### src/hdl/flash_host_pkg.sv
// constants, command bytes, operation codes and states of the flash host controller
// assumes a 100 MHz mclk and a byte-wide asynchronous flash on the far side
// Notes on behaviour
// - host holds reset/power-down low at least 100 ns for power-down.
// - command writes need write strobe and chip select; first rising strobe captures.
// - erase is 20H then D0H, both inside the target block.
// - block lock is 60H then 01H inside the target block.
// - master lock is 60H then F1H at any address.
package flash_host_pkg;

    localparam int CLK_PERIOD_NS    = 10;
    localparam int T_PD_MIN_NS      = 100;
    localparam int T_WRITE_PULSE_NS = 60;
    localparam int T_STROBE_GAP_NS  = 30;
    localparam int T_ACCESS_NS      = 150;
    localparam int T_WAKE_NS        = 1000;

    function automatic int ns_to_cycles(input int ns);
        int c;
        c = (ns + CLK_PERIOD_NS - 1) / CLK_PERIOD_NS;
        return (c < 1) ? 1 : c;
    endfunction

    localparam int PD_CYC   = ns_to_cycles(T_PD_MIN_NS);
    localparam int WP_CYC   = ns_to_cycles(T_WRITE_PULSE_NS);
    localparam int GAP_CYC  = ns_to_cycles(T_STROBE_GAP_NS);
    localparam int ACC_CYC  = ns_to_cycles(T_ACCESS_NS);
    localparam int WAKE_CYC = ns_to_cycles(T_WAKE_NS);
    localparam int SYNC_CYC = 2;

    localparam logic [3:0] REG_CMD    = 4'h0;
    localparam logic [3:0] REG_ADDR   = 4'h4;
    localparam logic [3:0] REG_STATUS = 4'h8;
    localparam logic [3:0] REG_CONFIG = 4'hC;

    localparam int CMD_OP_LSB      = 0;
    localparam int CMD_DATA_LSB    = 8;
    localparam int ST_BUSY_BIT     = 0;
    localparam int ST_RB_BIT       = 1;
    localparam int ST_REFUSED_BIT  = 2;
    localparam int ST_STATMODE_BIT = 3;
    localparam int ST_DATA_LSB     = 8;
    localparam int CFG_VHH_BIT     = 0;
    localparam int CFG_VPP_BIT     = 1;

    localparam logic [31:0] CMD_RESET    = 32'h0000_0000;
    localparam logic [31:0] ADDR_RESET   = 32'h0000_0000;
    localparam logic [31:0] CONFIG_RESET = 32'h0000_0000;

    localparam logic [7:0] CB_READ_ARRAY  = 8'hFF;
    localparam logic [7:0] CB_READ_ID     = 8'h90;
    localparam logic [7:0] CB_READ_STATUS = 8'h70;
    localparam logic [7:0] CB_CLEAR_STAT  = 8'h50;
    localparam logic [7:0] CB_ERASE_SETUP = 8'h20;
    localparam logic [7:0] CB_CONFIRM     = 8'hD0;
    localparam logic [7:0] CB_PROG_SETUP  = 8'h40;
    localparam logic [7:0] CB_SUSPEND     = 8'hB0;
    localparam logic [7:0] CB_LOCK_SETUP  = 8'h60;
    localparam logic [7:0] CB_BLOCK_LOCK  = 8'h01;
    localparam logic [7:0] CB_MASTER_LOCK = 8'hF1;

    typedef enum logic [3:0] {
        OP_READ_ARRAY  = 4'h0, OP_READ_ID     = 4'h1, OP_READ_STATUS = 4'h2,
        OP_CLEAR_STAT  = 4'h3, OP_ERASE       = 4'h4, OP_BYTE_WRITE  = 4'h5,
        OP_SUSPEND     = 4'h6, OP_RESUME      = 4'h7, OP_BLOCK_LOCK  = 4'h8,
        OP_MASTER_LOCK = 4'h9, OP_CLEAR_LOCKS = 4'hA, OP_BUS_READ    = 4'hB,
        OP_POWER_DOWN  = 4'hC
    } op_t;

    typedef enum logic [6:0] {
        S_IDLE   = 7'h01, S_STROBE = 7'h02, S_HOLD    = 7'h04, S_GAP = 7'h08,
        S_READ   = 7'h10, S_PD_LOW = 7'h20, S_PD_WAKE = 7'h40
    } state_t;

    function automatic logic op_valid(input logic [3:0] op);
        return op <= 4'hC;
    endfunction

    function automatic logic two_cycle(input op_t op);
        return op inside {OP_ERASE, OP_BYTE_WRITE, OP_BLOCK_LOCK, OP_MASTER_LOCK,
                          OP_CLEAR_LOCKS};
    endfunction

    function automatic logic [7:0] first_byte(input op_t op);
        case (op)
            OP_READ_ID:     return CB_READ_ID;
            OP_READ_STATUS: return CB_READ_STATUS;
            OP_CLEAR_STAT:  return CB_CLEAR_STAT;
            OP_ERASE:       return CB_ERASE_SETUP;
            OP_BYTE_WRITE:  return CB_PROG_SETUP;
            OP_SUSPEND:     return CB_SUSPEND;
            OP_RESUME:      return CB_CONFIRM;
            OP_BLOCK_LOCK, OP_MASTER_LOCK, OP_CLEAR_LOCKS: return CB_LOCK_SETUP;
            default:        return CB_READ_ARRAY;
        endcase
    endfunction

    function automatic logic [7:0] second_byte(input op_t op, input logic [7:0] wd);
        case (op)
            OP_BYTE_WRITE:  return wd;
            OP_BLOCK_LOCK:  return CB_BLOCK_LOCK;
            OP_MASTER_LOCK: return CB_MASTER_LOCK;
            default:        return CB_CONFIRM;
        endcase
    endfunction

    // reads after these ops return flash status
    function automatic logic leaves_status(input op_t op);
        return op inside {OP_READ_STATUS, OP_ERASE, OP_BYTE_WRITE, OP_SUSPEND, OP_RESUME,
                          OP_BLOCK_LOCK, OP_MASTER_LOCK, OP_CLEAR_LOCKS};
    endfunction

endpackage

### src/hdl/flash_pin_sync.sv
// two-flop synchroniser for flash pins entering the mclk domain
// assumes inputs are asynchronous to mclk
`timescale 1ns/1ps
`default_nettype none
module flash_pin_sync #(
    parameter int W = 9
) (
    input  wire logic         mclk,
    input  wire logic         rst,
    input  wire logic [W-1:0] pin,
    output logic      [W-1:0] pin_sync
);
    logic [W-1:0] stage1;
    logic [W-1:0] next_stage1;
    logic [W-1:0] next_pin_sync;

    always_comb begin
        next_stage1   = pin;
        next_pin_sync = stage1;
    end

    always_ff @(posedge mclk) begin
        if (rst) begin
            stage1   <= '0;
            pin_sync <= '0;
        end else begin
            stage1   <= next_stage1;
            pin_sync <= next_pin_sync;
        end
    end
endmodule // flash_pin_sync
`default_nettype wire

### src/hdl/flash_host_ctrl.sv
// host controller driving a byte-wide flash through its pins, wishbone register slave
// assumes one 100 MHz clock, synchronous reset, bench resolves the data line wire
//
// Implementation choices: the register offsets and register access over Wishbone.
`timescale 1ns/1ps
`default_nettype none
module flash_host_ctrl #(
    parameter int ADDR_W   = 20,
    parameter int PD_CNT   = flash_host_pkg::PD_CYC,
    parameter int WAKE_CNT = flash_host_pkg::WAKE_CYC
) (
    input  wire logic              mclk,
    input  wire logic              rst,
    input  wire logic              wb_cyc_i,
    input  wire logic              wb_stb_i,
    input  wire logic              wb_we_i,
    input  wire logic [3:0]        wb_adr_i,
    input  wire logic [3:0]        wb_sel_i,
    input  wire logic [31:0]       wb_dat_i,
    output logic      [31:0]       wb_dat_o,
    output logic                   wb_ack_o,
    output logic      [ADDR_W-1:0] flash_addr,
    output logic                   chip_select_n,
    output logic                   output_enable_n,
    output logic                   write_strobe_n,
    output logic                   reset_powerdown_n,
    output logic                   vhh_select,
    output logic                   vpp_enable,
    input  wire logic [7:0]        data_lines_in,
    output logic      [7:0]        data_lines_out,
    output logic                   data_lines_oe,
    input  wire logic              ready_busy_out
);
    import flash_host_pkg::*;

    if (ADDR_W < 17 || ADDR_W > 32 || PD_CNT < PD_CYC || PD_CNT > 65536
        || WAKE_CNT < 1 || WAKE_CNT > 65535) begin : g_chk
        $error("flash_host_ctrl: unsupported parameter values");
    end

    function automatic logic [31:0] merge(input logic [31:0] old, input logic [31:0] nw,
                                          input logic [3:0] sel);
        logic [31:0] r;
        r = old;
        for (int i = 0; i < 4; i++)
            if (sel[i]) r[8*i +: 8] = nw[8*i +: 8];
        return r;
    endfunction

    logic [8:0]  pins_sync;
    logic [7:0]  data_sync;
    logic        rb_sync;

    flash_pin_sync #(.W(9)) u_sync (
        .mclk     (mclk),
        .rst      (rst),
        .pin      ({ready_busy_out, data_lines_in}),
        .pin_sync (pins_sync)
    );
    assign data_sync = pins_sync[7:0];
    assign rb_sync   = pins_sync[8];

    // bus group
    logic [31:0] cmd_reg, addr_reg, cfg_reg;
    logic        refused, launch;
    logic [31:0] next_cmd_reg, next_addr_reg, next_cfg_reg, next_dat_o;
    logic        next_refused, next_launch, next_ack;
    // fsm group
    state_t      state, next_state;
    op_t         op_r, next_op_r;
    logic [15:0] cnt, next_cnt;
    logic        phase, next_phase, status_mode, next_status_mode;
    logic [7:0]  rdata, next_rdata, next_dout;
    logic [ADDR_W-1:0] next_faddr;
    logic        next_ce_n, next_oe_n, next_we_n, next_rp_n, next_doe;
    logic        busy, wr_hit, op_bad, op_blocked;

    assign busy = (state != S_IDLE) || launch;

    always_comb begin
        next_cmd_reg  = cmd_reg;
        next_addr_reg = addr_reg;
        next_cfg_reg  = cfg_reg;
        next_refused  = refused;
        next_launch   = 1'b0;
        next_ack      = wb_cyc_i && wb_stb_i && !wb_ack_o;
        next_dat_o    = 32'h0000_0000;
        wr_hit        = next_ack && wb_we_i;
        op_bad        = !op_valid(wb_dat_i[CMD_OP_LSB +: 4]);
        // read array held back while flash runs unsuspended
        op_blocked    = (wb_dat_i[CMD_OP_LSB +: 4] == OP_READ_ARRAY) && !rb_sync;
        if (wr_hit) begin
            case (wb_adr_i)
                REG_CMD: begin
                    if (wb_sel_i[0]) begin
                        // reserved codes never reach the flash
                        if (busy || op_bad || op_blocked) begin
                            next_refused = 1'b1;
                        end else begin
                            next_cmd_reg = merge(cmd_reg, wb_dat_i, wb_sel_i);
                            next_launch  = 1'b1;
                        end
                    end
                end
                REG_ADDR:   next_addr_reg = merge(addr_reg, wb_dat_i, wb_sel_i);
                REG_CONFIG: next_cfg_reg  = merge(cfg_reg, wb_dat_i, wb_sel_i);
                REG_STATUS: begin
                    if (wb_sel_i[0] && wb_dat_i[ST_REFUSED_BIT]) next_refused = 1'b0;
                end
                default: ;
            endcase
        end else if (next_ack) begin
            case (wb_adr_i)
                REG_CMD:    next_dat_o = cmd_reg;
                REG_ADDR:   next_dat_o = addr_reg;
                REG_CONFIG: next_dat_o = cfg_reg;
                REG_STATUS: begin
                    next_dat_o[ST_BUSY_BIT]              = busy;
                    next_dat_o[ST_RB_BIT]                = rb_sync;
                    next_dat_o[ST_REFUSED_BIT]           = refused;
                    next_dat_o[ST_STATMODE_BIT]          = status_mode;
                    next_dat_o[ST_DATA_LSB +: 8]         = rdata;
                end
                default: next_dat_o = 32'h0000_0000;
            endcase
        end
    end

    always_ff @(posedge mclk) begin
        if (rst) begin
            cmd_reg    <= CMD_RESET;
            addr_reg   <= ADDR_RESET;
            cfg_reg    <= CONFIG_RESET;
            refused    <= 1'b0;
            launch     <= 1'b0;
            wb_ack_o   <= 1'b0;
            wb_dat_o   <= 32'h0000_0000;
            vhh_select <= 1'b0;
            vpp_enable <= 1'b0;
        end else begin
            cmd_reg    <= next_cmd_reg;
            addr_reg   <= next_addr_reg;
            cfg_reg    <= next_cfg_reg;
            refused    <= next_refused;
            launch     <= next_launch;
            wb_ack_o   <= next_ack;
            wb_dat_o   <= next_dat_o;
            // override level requested by software for locked blocks
            vhh_select <= next_cfg_reg[CFG_VHH_BIT];
            // program supply only raised on request
            vpp_enable <= next_cfg_reg[CFG_VPP_BIT];
        end
    end

    always_comb begin
        next_state       = state;
        next_op_r        = op_r;
        next_cnt         = (cnt != 16'h0000) ? cnt - 16'h0001 : cnt;
        next_phase       = phase;
        next_status_mode = status_mode;
        next_rdata       = rdata;
        next_dout        = data_lines_out;
        next_doe         = data_lines_oe;
        next_faddr       = flash_addr;
        next_ce_n        = chip_select_n;
        next_oe_n        = output_enable_n;
        next_we_n        = write_strobe_n;
        next_rp_n        = reset_powerdown_n;
        case (state)
            S_IDLE: begin
                if (launch) begin
                    next_op_r  = op_t'(cmd_reg[CMD_OP_LSB +: 4]);
                    next_faddr = addr_reg[ADDR_W-1:0];
                    next_phase = 1'b0;
                    if (next_op_r == OP_POWER_DOWN) begin
                        next_rp_n  = 1'b0;
                        next_cnt   = 16'(PD_CNT - 1);
                        next_state = S_PD_LOW;
                    end else if (next_op_r == OP_BUS_READ) begin
                        next_ce_n  = 1'b0;
                        next_oe_n  = 1'b0;
                        next_cnt   = 16'(ACC_CYC + SYNC_CYC - 1);
                        next_state = S_READ;
                    end else begin
                        next_ce_n  = 1'b0;
                        next_we_n  = 1'b0;
                        next_doe   = 1'b1;
                        next_dout  = first_byte(next_op_r);
                        next_cnt   = 16'(WP_CYC - 1);
                        next_state = S_STROBE;
                    end
                end
            end
            S_STROBE: begin
                if (cnt == 16'h0000) begin
                    // write strobe rises first, captures the byte
                    next_we_n  = 1'b1;
                    next_cnt   = 16'(GAP_CYC - 1);
                    next_state = S_HOLD;
                end
            end
            S_HOLD: begin
                if (cnt == 16'h0000) begin
                    next_ce_n = 1'b1;
                    next_doe  = 1'b0;
                    next_cnt  = 16'(GAP_CYC - 1);
                    if (two_cycle(op_r) && !phase) begin
                        next_phase = 1'b1;
                        next_state = S_GAP;
                    end else begin
                        // status output after erase or program
                        next_status_mode = leaves_status(op_r) ||
                                           (status_mode && op_r == OP_CLEAR_STAT);
                        next_state       = S_IDLE;
                    end
                end
            end
            S_GAP: begin
                if (cnt == 16'h0000) begin
                    next_ce_n  = 1'b0;
                    next_we_n  = 1'b0;
                    next_doe   = 1'b1;
                    next_dout  = second_byte(op_r, cmd_reg[CMD_DATA_LSB +: 8]);
                    next_cnt   = 16'(WP_CYC - 1);
                    next_state = S_STROBE;
                end
            end
            S_READ: begin
                if (cnt == 16'h0000) begin
                    next_rdata = data_sync;
                    next_ce_n  = 1'b1;
                    next_oe_n  = 1'b1;
                    next_state = S_IDLE;
                end
            end
            S_PD_LOW: begin
                if (cnt == 16'h0000) begin
                    next_rp_n  = 1'b1;
                    next_cnt   = 16'(WAKE_CNT - 1);
                    next_state = S_PD_WAKE;
                end
            end
            S_PD_WAKE: begin
                if (cnt == 16'h0000) begin
                    // flash back in read array mode
                    next_status_mode = 1'b0;
                    next_state       = S_IDLE;
                end
            end
            default: next_state = S_IDLE;
        endcase
    end

    always_ff @(posedge mclk) begin
        if (rst) begin
            state             <= S_IDLE;
            op_r              <= OP_READ_ARRAY;
            cnt               <= 16'h0000;
            phase             <= 1'b0;
            status_mode       <= 1'b0;
            rdata             <= 8'h00;
            data_lines_out    <= 8'h00;
            data_lines_oe     <= 1'b0;
            flash_addr        <= '0;
            chip_select_n     <= 1'b1;
            output_enable_n   <= 1'b1;
            write_strobe_n    <= 1'b1;
            reset_powerdown_n <= 1'b1;
        end else begin
            state             <= next_state;
            op_r              <= next_op_r;
            cnt               <= next_cnt;
            phase             <= next_phase;
            status_mode       <= next_status_mode;
            rdata             <= next_rdata;
            data_lines_out    <= next_dout;
            data_lines_oe     <= next_doe;
            flash_addr        <= next_faddr;
            chip_select_n     <= next_ce_n;
            output_enable_n   <= next_oe_n;
            write_strobe_n    <= next_we_n;
            reset_powerdown_n <= next_rp_n;
        end
    end

    logic [15:0] pd_low_cnt;
    always_ff @(posedge mclk) begin
        if (rst || reset_powerdown_n) pd_low_cnt <= 16'h0000;
        else if (pd_low_cnt != 16'hFFFF) pd_low_cnt <= pd_low_cnt + 16'h0001;
    end

    a_pd_min_width: assert property (@(posedge mclk) disable iff (rst)
        $rose(reset_powerdown_n) |-> $past(pd_low_cnt) >= 16'(PD_CNT - 1))
        else $error("power-down pulse too short");
    a_strobe_in_select: assert property (@(posedge mclk) disable iff (rst)
        !write_strobe_n |-> !chip_select_n && data_lines_oe && output_enable_n)
        else $error("write strobe outside chip select");
    a_strobe_rises_first: assert property (@(posedge mclk) disable iff (rst)
        $rose(write_strobe_n) |-> !chip_select_n ##1 data_lines_oe && $stable(data_lines_out))
        else $error("chip select rose before write strobe");
    a_erase_confirm_byte: assert property (@(posedge mclk) disable iff (rst)
        $fell(write_strobe_n) && phase && op_r == OP_ERASE
        |-> data_lines_out == CB_CONFIRM && flash_addr == $past(flash_addr, 3))
        else $error("erase confirm byte or address wrong");
    a_block_lock_pair: assert property (@(posedge mclk) disable iff (rst)
        $fell(write_strobe_n) && phase && op_r == OP_BLOCK_LOCK
        |-> data_lines_out == CB_BLOCK_LOCK && flash_addr == addr_reg[ADDR_W-1:0])
        else $error("block lock confirm wrong");
    a_master_lock_pair: assert property (@(posedge mclk) disable iff (rst)
        $fell(write_strobe_n) && op_r == OP_MASTER_LOCK
        |-> data_lines_out == (phase ? CB_MASTER_LOCK : CB_LOCK_SETUP))
        else $error("master lock sequence wrong");
endmodule // flash_host_ctrl
`default_nettype wire

### config.mk
export PLATFORM = sky130hd
export DESIGN_NAME = flash_host_ctrl
export DESIGN_NICKNAME = d
export VERILOG_FILES = /design/src/hdl/flash_host_pkg.sv /design/src/hdl/flash_pin_sync.sv /design/src/hdl/flash_host_ctrl.sv
export SDC_FILE = /design/constraint.sdc
export NUM_CORES = 1
export LEC_CHECK = 0
export ABC_AREA = 0
export BUFFER_PORTS_ARGS = -buffer_cell sky130_fd_sc_hd__buf_2
export CORE_MARGIN = 8
export CORE_UTILIZATION = 50
export CTS_CLUSTER_DIAMETER = 50
export DETAILED_ROUTE_END_ITERATION = 16
export GPL_ROUTABILITY_DRIVEN = 0
export GPL_TIMING_DRIVEN = 0
export PLACE_DENSITY = 0.71
export SLEW_MARGIN = 20
export SYNTH_ARGS = -nofsm -noshare
export SYNTH_HDL_FRONTEND = slang
export SYNTH_SLANG_ARGS = --single-unit
### constraint.sdc
create_clock -name mclk -period 2.94 [get_ports mclk]
set_input_delay 0.147 -clock mclk [delete_from_list [all_inputs] [get_ports mclk]]
set_output_delay 0.147 -clock mclk [all_outputs]
set_load 0.01 [all_outputs]
==> results of run 1 <==
how the worst max path moves through the flow:
stage,start,to,cells past startpoint
after floorplan,state[1]$_SDFFE_PP0P_,flop,10
after global placement,state[4]$_SDFFE_PP0P_,flop,9
after detailed placement,state[4]$_SDFFE_PP0P_,flop,9
after CTS,state[4]$_SDFFE_PP0P_,flop,9
after global routing,state[4]$_SDFFE_PP0P_,flop,9
final,state[4]$_SDFFE_PP0P_,flop,9
kinds of logic after synthesis:
logic type | after synthesis | share of synthesized area, %
and+or+nand+nor | 428 | 23.2
adders and majority gates | 5 | 0.681
buffers and inverters | 87 | 4.40
AOI/OAI and AO/OA | 228 | 16.0
muxes | 51 | 5.57
DFF | 224 | 48.8
xor gates and xnor gates | 14 | 1.33
area by class of cell:
cell class,count,area (sq um),area share (%)
plain buffers,74,355,3.14
repair buffers,161,1030,9.11
clock buffers,32,714,6.31
multi-input cells,726,4300,38.0
clock inverters,12,91.3,0.807
diodes,1,2.50,0.0221
flip-flops and latches,224,4480,39.6
inverters,13,48.8,0.431
well taps,229,287,2.53
power by group:
part	switching, W	leakage, nW	internal, W
sequential	0.0000811	1.81	0.00312
clock	0.00130	0.399	0.00174
combinational	0.000546	2.14	0.000389
total	0.00193	4.35	0.00525
routing by layer:
metal | GRT usage (%) | vias to the layer above | share of wire, %
met4 | 8.92 | 0 | 3.2
met5 | 0 | - | 0
li1 | - | 4072 | -
met3 | 4.22 | 71 | 8.0
met1 | 33.1 | 4044 | 44
met2 | 38.0 | 419 | 45
tightest hold or removal path, stage by stage:
cell and delay, ns:
clkbuf_1 0.21, nand3_1 0.14, a21oi_1 0.05
cell usage in the layout, fill, tap and decap left out, types with 3 or more instances in the layout:
cell type and n:
a211o_1 8, a211oi_1 4, a21oi_1 115, a221oi_1 7, a222oi_1 21, a22oi_1 24
and3_1 7, and3_2 3, buf_1 4, buf_2 127, clkbuf_1 57, clkbuf_16 27
clkinv_2 4, dfxtp_1 224, dlygate4sd3_1 45, ha_1 5, inv_1 12, inv_6 4
mux2i_1 50, nand2_1 139, nand2b_1 8, nand3_1 66, nand4_1 8, nor2_1 106
nor2b_1 22, nor3_1 15, nor4_1 5, nor4b_1 4, nor4bb_1 3, o211ai_1 3
o21ai_0 22, o31ai_1 3, or3_1 6, or4_1 3, or4_4 3, xnor2_1 8
xor2_1 6
metrics by stage:
| step | area [sq um] | hold slack [ns] | cells | util [%] | setup WS (ns) |
|---|---|---|---|---|---|
| 2_1_floorplan | 9190 | 0.275 | 1037 | - | 0.720 |
| 3_3_place_gp | 10100 | 0.357 | 1382 | 55.8 | 0.354 |
| 3_5_place_dp | 10100 | 0.360 | 1382 | 55.8 | 0.403 |
| 4_1_cts | 11300 | 0.0622 | 1471 | 62.8 | 0.400 |
| 5_1_grt | 11300 | 0.104 | 1471 | 62.8 | 0.184 |
| 6_report | 11300 | 0.0836 | 1472 | 62.8 | 0.295 |
==> run summary, run 1 <==
Post-CTS setup buffer count -> 0
Final setup vio count -> 0
Clk_lat worst skew -> 0.52 ns
Share of layout cells above drive strength 1 -> 16.2%
Largest net degree at the start of global routing -> 14
Routed Antenna Nets -> 0
Initial core utilization -> 51.0%
Fraction of registers with async set or reset after synthesis -> 0%
Slowest CP cell -> nor3_1
Width of the die -> 152 um
Synth top area share -> 48.8%
R2R depth -> 9
Final Max Slew Viols -> 0
Ys flop type -> dfxtp_1
Clock Pin Slew Worst Setup and Hold Paths -> 0.06 ns
Hold EP -> cfg_reg[21]$_SDFFE_PP0P_
GRT Util Overall -> 24.3%
Outcome -> finished clean
DR WL/cell -> 19.3 um
Arrival time at the worst endpoint -> 3.03 ns
Crit Path Class -> reg -> reg
Startpoint types -> flop
Crit end category -> flop
Num CTS Buffers -> 27
Post-DR vias/cell -> 5.85
Vias post-DR -> 8606
Worst Path Buf+Inv -> 2
Max cap viols -> 0
GRT Residual Overflow -> 0
Max-slew headroom -> 47.5%
RSZ-0062 raised after global routing -> no
Drc violations -> 0
Area grow syn2layout -> 23.1%
Worst hold start -> wb_sel_i[2]
Initial antenna violation count -> 0
Rows -> 49
PostCTS Resize Cnt -> 0
Post-synthesis sequential area ratio -> 48.8%
Seq cells post-synth -> 224
Ys Warns -> 0
F_max -> 378 MHz
Detailed placer's ending HPWL -> 19900 um
RR Startpoint -> state[4]$_SDFFE_PP0P_
First-pass GRT wire length -> 44400 um
CTS tree -> done
Clock root buffer -> clkbuf_16
Worst-path fanout max -> 10
Synth Instances -> 1037
Skew final -> 0.0125 ns
Count leader, synth -> dfxtp_1
CP delay by family, top -> simple AND/OR/NAND/NOR gates
DR pass1 iterations -> 6
Flop2flop setup slack -> 0.29 ns
Die Y -> 152 um
Final TNS setup -> 0 ns
Worst stage delay on the critical path -> 0.61 ns
Synth area leaders -> dfxtp_1, a21oi_1, nand2_1, mux2i_1, nor2_1
Vias in the first global route -> 8260
Post-CTS Hold Buffers -> 45
WL final -> 28400 um
Final-stage net count -> 1286
Final hold violations -> 0
Leading area contributor after synthesis -> dfxtp_1
Worst-Margin Slew -> 0.780 ns
FILL cells -> 1592
Syn nets -> 1096
Static leakage -> 4.35 nW
Post-layout min period -> 2.65 ns
# IOs -> 122
Clk buf depth -> 3
Post-synth cell types -> 75
Clk sink count -> 224
Port bufs -> 116
Worst Path Required -> 3.33 ns
EDFF count, synth -> 0
Peak VDD IR -> 0.665 mV
Commonest cells in the netlist -> dfxtp_1, nand2_1, a21oi_1
Hold WC Path Type -> in -> reg
CP cell instances -> nor3_1 -> and4_2 -> nand2_4 -> buf_12 -> mux2i_1 -> or2_2 -> ha_1 -> inv_1 -> o21ai_0
Pwr dens -> 635 nW/um^2
Die area -> 23000 sq um
Initial DRC Count -> 1014
Mean area per synthesized cell -> 8.86 sq um
Core ar. -> 18000 sq um
Post-layout total power -> 0.00718 W
Part of the cycle the worst path needs -> 90.0%
Netlist Area Pre-Place -> 9190 sq um
Min-Delay Path Depth -> 3
H-tree Lvls -> 1
Note: power is estimated with default switching activity, not from simulation.
==> run 2: changes to the inputs <==
--- a/config.mk
+++ b/config.mk
@@ -9,6 +9,7 @@
 export BUFFER_PORTS_ARGS = -buffer_cell sky130_fd_sc_hd__buf_2
 export CORE_MARGIN = 8
 export CORE_UTILIZATION = 50
+export CTS_BUF_LIST = sky130_fd_sc_hd__clkbuf_2
 export CTS_CLUSTER_DIAMETER = 50
 export DETAILED_ROUTE_END_ITERATION = 16
 export GPL_ROUTABILITY_DRIVEN = 0
==> run 2 against run 1 <==
Against the previous run: combinational power grew 1%; power fell by 14%; hold slack improved by 0.0088 ns; critical path type unchanged; cell count rose by 4.6%; wire length grew 1.8%; first-iteration DRC count up 5.3%; sequential share of layout area increased by 0.59 points; register-to-register slack hardly changed; global-route usage increased by 0.48 points; highest routed layer unchanged.
==> run summary, run 2 (synthesis gave the netlist of run 1 again) <==
Core Util, Final -> 61.9%
PostCTS Resize Cnt -> 0
WL final -> 28900 um
Port bufs -> 116
Final-stage net count -> 1328
Clk sink count -> 224
Startpoint types -> flop
Static leakage -> 4.38 nW
First-pass GRT wire length -> 45100 um
Clk_lat worst skew -> 0.85 ns
Cells after DPL -> 1382
R2R depth -> 9
Final setup vio count -> 0
Worst-Margin Slew -> 0.763 ns
Placed cell area -> 10100 sq um
GRT met2 Usage -> 38.6%
Clock root buffer -> clkbuf_2
GRT Util Overall -> 24.8%
Crit end category -> flop
Flop2flop setup slack -> 0.30 ns
DR WL/cell -> 18.8 um
Core ar. -> 18000 sq um
Commonest non-fill, non-tap cell in the layout -> dfxtp_1
Max cap viols -> 0
Crit Path Class -> reg -> reg
Hold EP -> u_sync.next_pin_sync[5]$_SDFF_PP0_
Final TNS setup -> 0 ns
Drc violations -> 0
RSZ-0062 raised after global routing -> no
Vias in the first global route -> 8603
Most frequent cells in the layout -> dfxtp_1, nand2_1, buf_2
Peak VDD IR -> 0.447 mV
Share of layout cells above drive strength 1 -> 18.6%
Post-CTS setup buffer count -> 0
Die Y -> 152 um
Final Instance Count excl. Fillers -> 1539
Gr busiest metal -> met2
Design Area, Final -> 11200 sq um
Outcome -> finished clean
Min-Delay Path Depth -> 3
Worst Path Buf+Inv -> 2
Width of the die -> 152 um
Final hold violations -> 0
FILL cells -> 1632
Initial DRC Count -> 1068
Rows -> 49
Skew final -> 0.0587 ns
Clock Pin Slew Worst Setup and Hold Paths -> 0.12 ns
Detailed placer's ending HPWL -> 19900 um
GRT Residual Overflow -> 0
Initial antenna violation count -> 1
Routed Antenna Nets -> 0
Worst Path Required -> 3.64 ns
H-tree Lvls -> 2
Clk buf depth -> 3
Arrival time at the worst endpoint -> 3.34 ns
Pwr dens -> 556 nW/um^2
F_max -> 379 MHz
Worst hold start -> data_lines_in[5]
CP delay by family, top -> simple AND/OR/NAND/NOR gates
Post-DR vias/cell -> 5.74
Num CTS Buffers -> 54
Worst-path fanout max -> 10
CP cell instances -> nor3_1 -> and4_2 -> nand2_4 -> buf_12 -> mux2i_1 -> or2_2 -> ha_1 -> inv_1 -> o21ai_0
Initial core utilization -> 51.0%
RR Startpoint -> state[4]$_SDFFE_PP0P_
Grt met3 use -> 4.99%
Met1 GRT Util -> 33.1%
Slowest CP cell -> nor3_1
DR pass1 iterations -> 10
Die area -> 23000 sq um
Largest net degree at the start of global routing -> 16
Post-layout min period -> 2.64 ns
Area occupied by multi-input gates -> 4300 sq um
Part of the cycle the worst path needs -> 89.8%
Vias post-DR -> 8839
Sequential cell area -> 4480 sq um
Dpl ws -> 0.403 ns
Post-CTS Hold Buffers -> 60
Area grow syn2layout -> 21.3%
Hold WC Path Type -> in -> reg
Final worst-path setup slack -> 0.301 ns
Max-slew headroom -> 48.7%
Final Max Slew Viols -> 0
# IOs -> 122
Worst stage delay on the critical path -> 0.59 ns
CTS tree -> done
[run 2: changes by cell type in the layout (fill, tap and decap cells not counted), moves of 3 or more]
cell	delta
inv_6	-3
clkbuf_2	+80
clkinv_2	-4
clkbuf_16	-27
clkinv_1	+11
dlygate4sd3_1	+15
clkbuf_1	-3
[run 2: through the flow]
step | hold WS, ns | power (W)
2_1_floorplan | 0.275 | 0.00390
4_1_cts | 0.00806 | 0.00623
3_5_place_dp | 0.360 | 0.00415
6_report | 0.0924 | 0.00620
3_3_place_gp | 0.357 | 0.00413
5_1_grt | 0.0612 | 0.00651
[run 2: per-layer routing]
metal	share of wire, %	vias to the layer above	wire length [um]
met5	0	-	0
met4	3.0	0	879
met3	9.1	77	2640
met2	45	473	12900
met1	43	4090	12500
li1	-	4199	-
[run 2: worst max-delay path by stage]
| stage | startpoint | end | slack, ns | cells after the start |
|---|---|---|---|---|
| 2_1_floorplan | state[1]$_SDFFE_PP0P_ | flop | 0.72 | 10 |
| 3_3_place_gp | state[4]$_SDFFE_PP0P_ | flop | 0.35 | 9 |
| 3_5_place_dp | state[4]$_SDFFE_PP0P_ | flop | 0.40 | 9 |
| 4_1_cts | wb_ack_o$_SDFF_PP0_ | addr_reg[23]$_SDFFE_PP0P_ | 0.38 | 8 |
| 5_1_grt | state[4]$_SDFFE_PP0P_ | flop | 0.19 | 9 |
| 6_report | state[4]$_SDFFE_PP0P_ | flop | 0.30 | 9 |
[run 2: report_power, final]
part	internal [W]	leakage, nW	switching (W)
sequential	0.00312	1.81	0.0000801
clock	0.000812	0.372	0.00124
combinational	0.000398	2.20	0.000552
[run 2: layout make-up]
| cell class | instances | share of cell area [%] |
|---|---|---|
| Antenna cell | 3 | 0.0673 |
| Buffer | 74 | 3.19 |
| Clock buffer | 80 | 3.59 |
| Clock inverter | 14 | 0.752 |
| Inverter | 13 | 0.438 |
| Multi-Input combinational cell | 726 | 38.6 |
| Sequential cell | 224 | 40.2 |
| Tap cell | 229 | 2.57 |
| Timing Repair Buffer | 176 | 10.6 |
[run 2: worst min-delay path, cell delays in order]
cell	delay, ns
dlygate4sd3_1	0.54
buf_2	0.10
nor2b_1	0.10
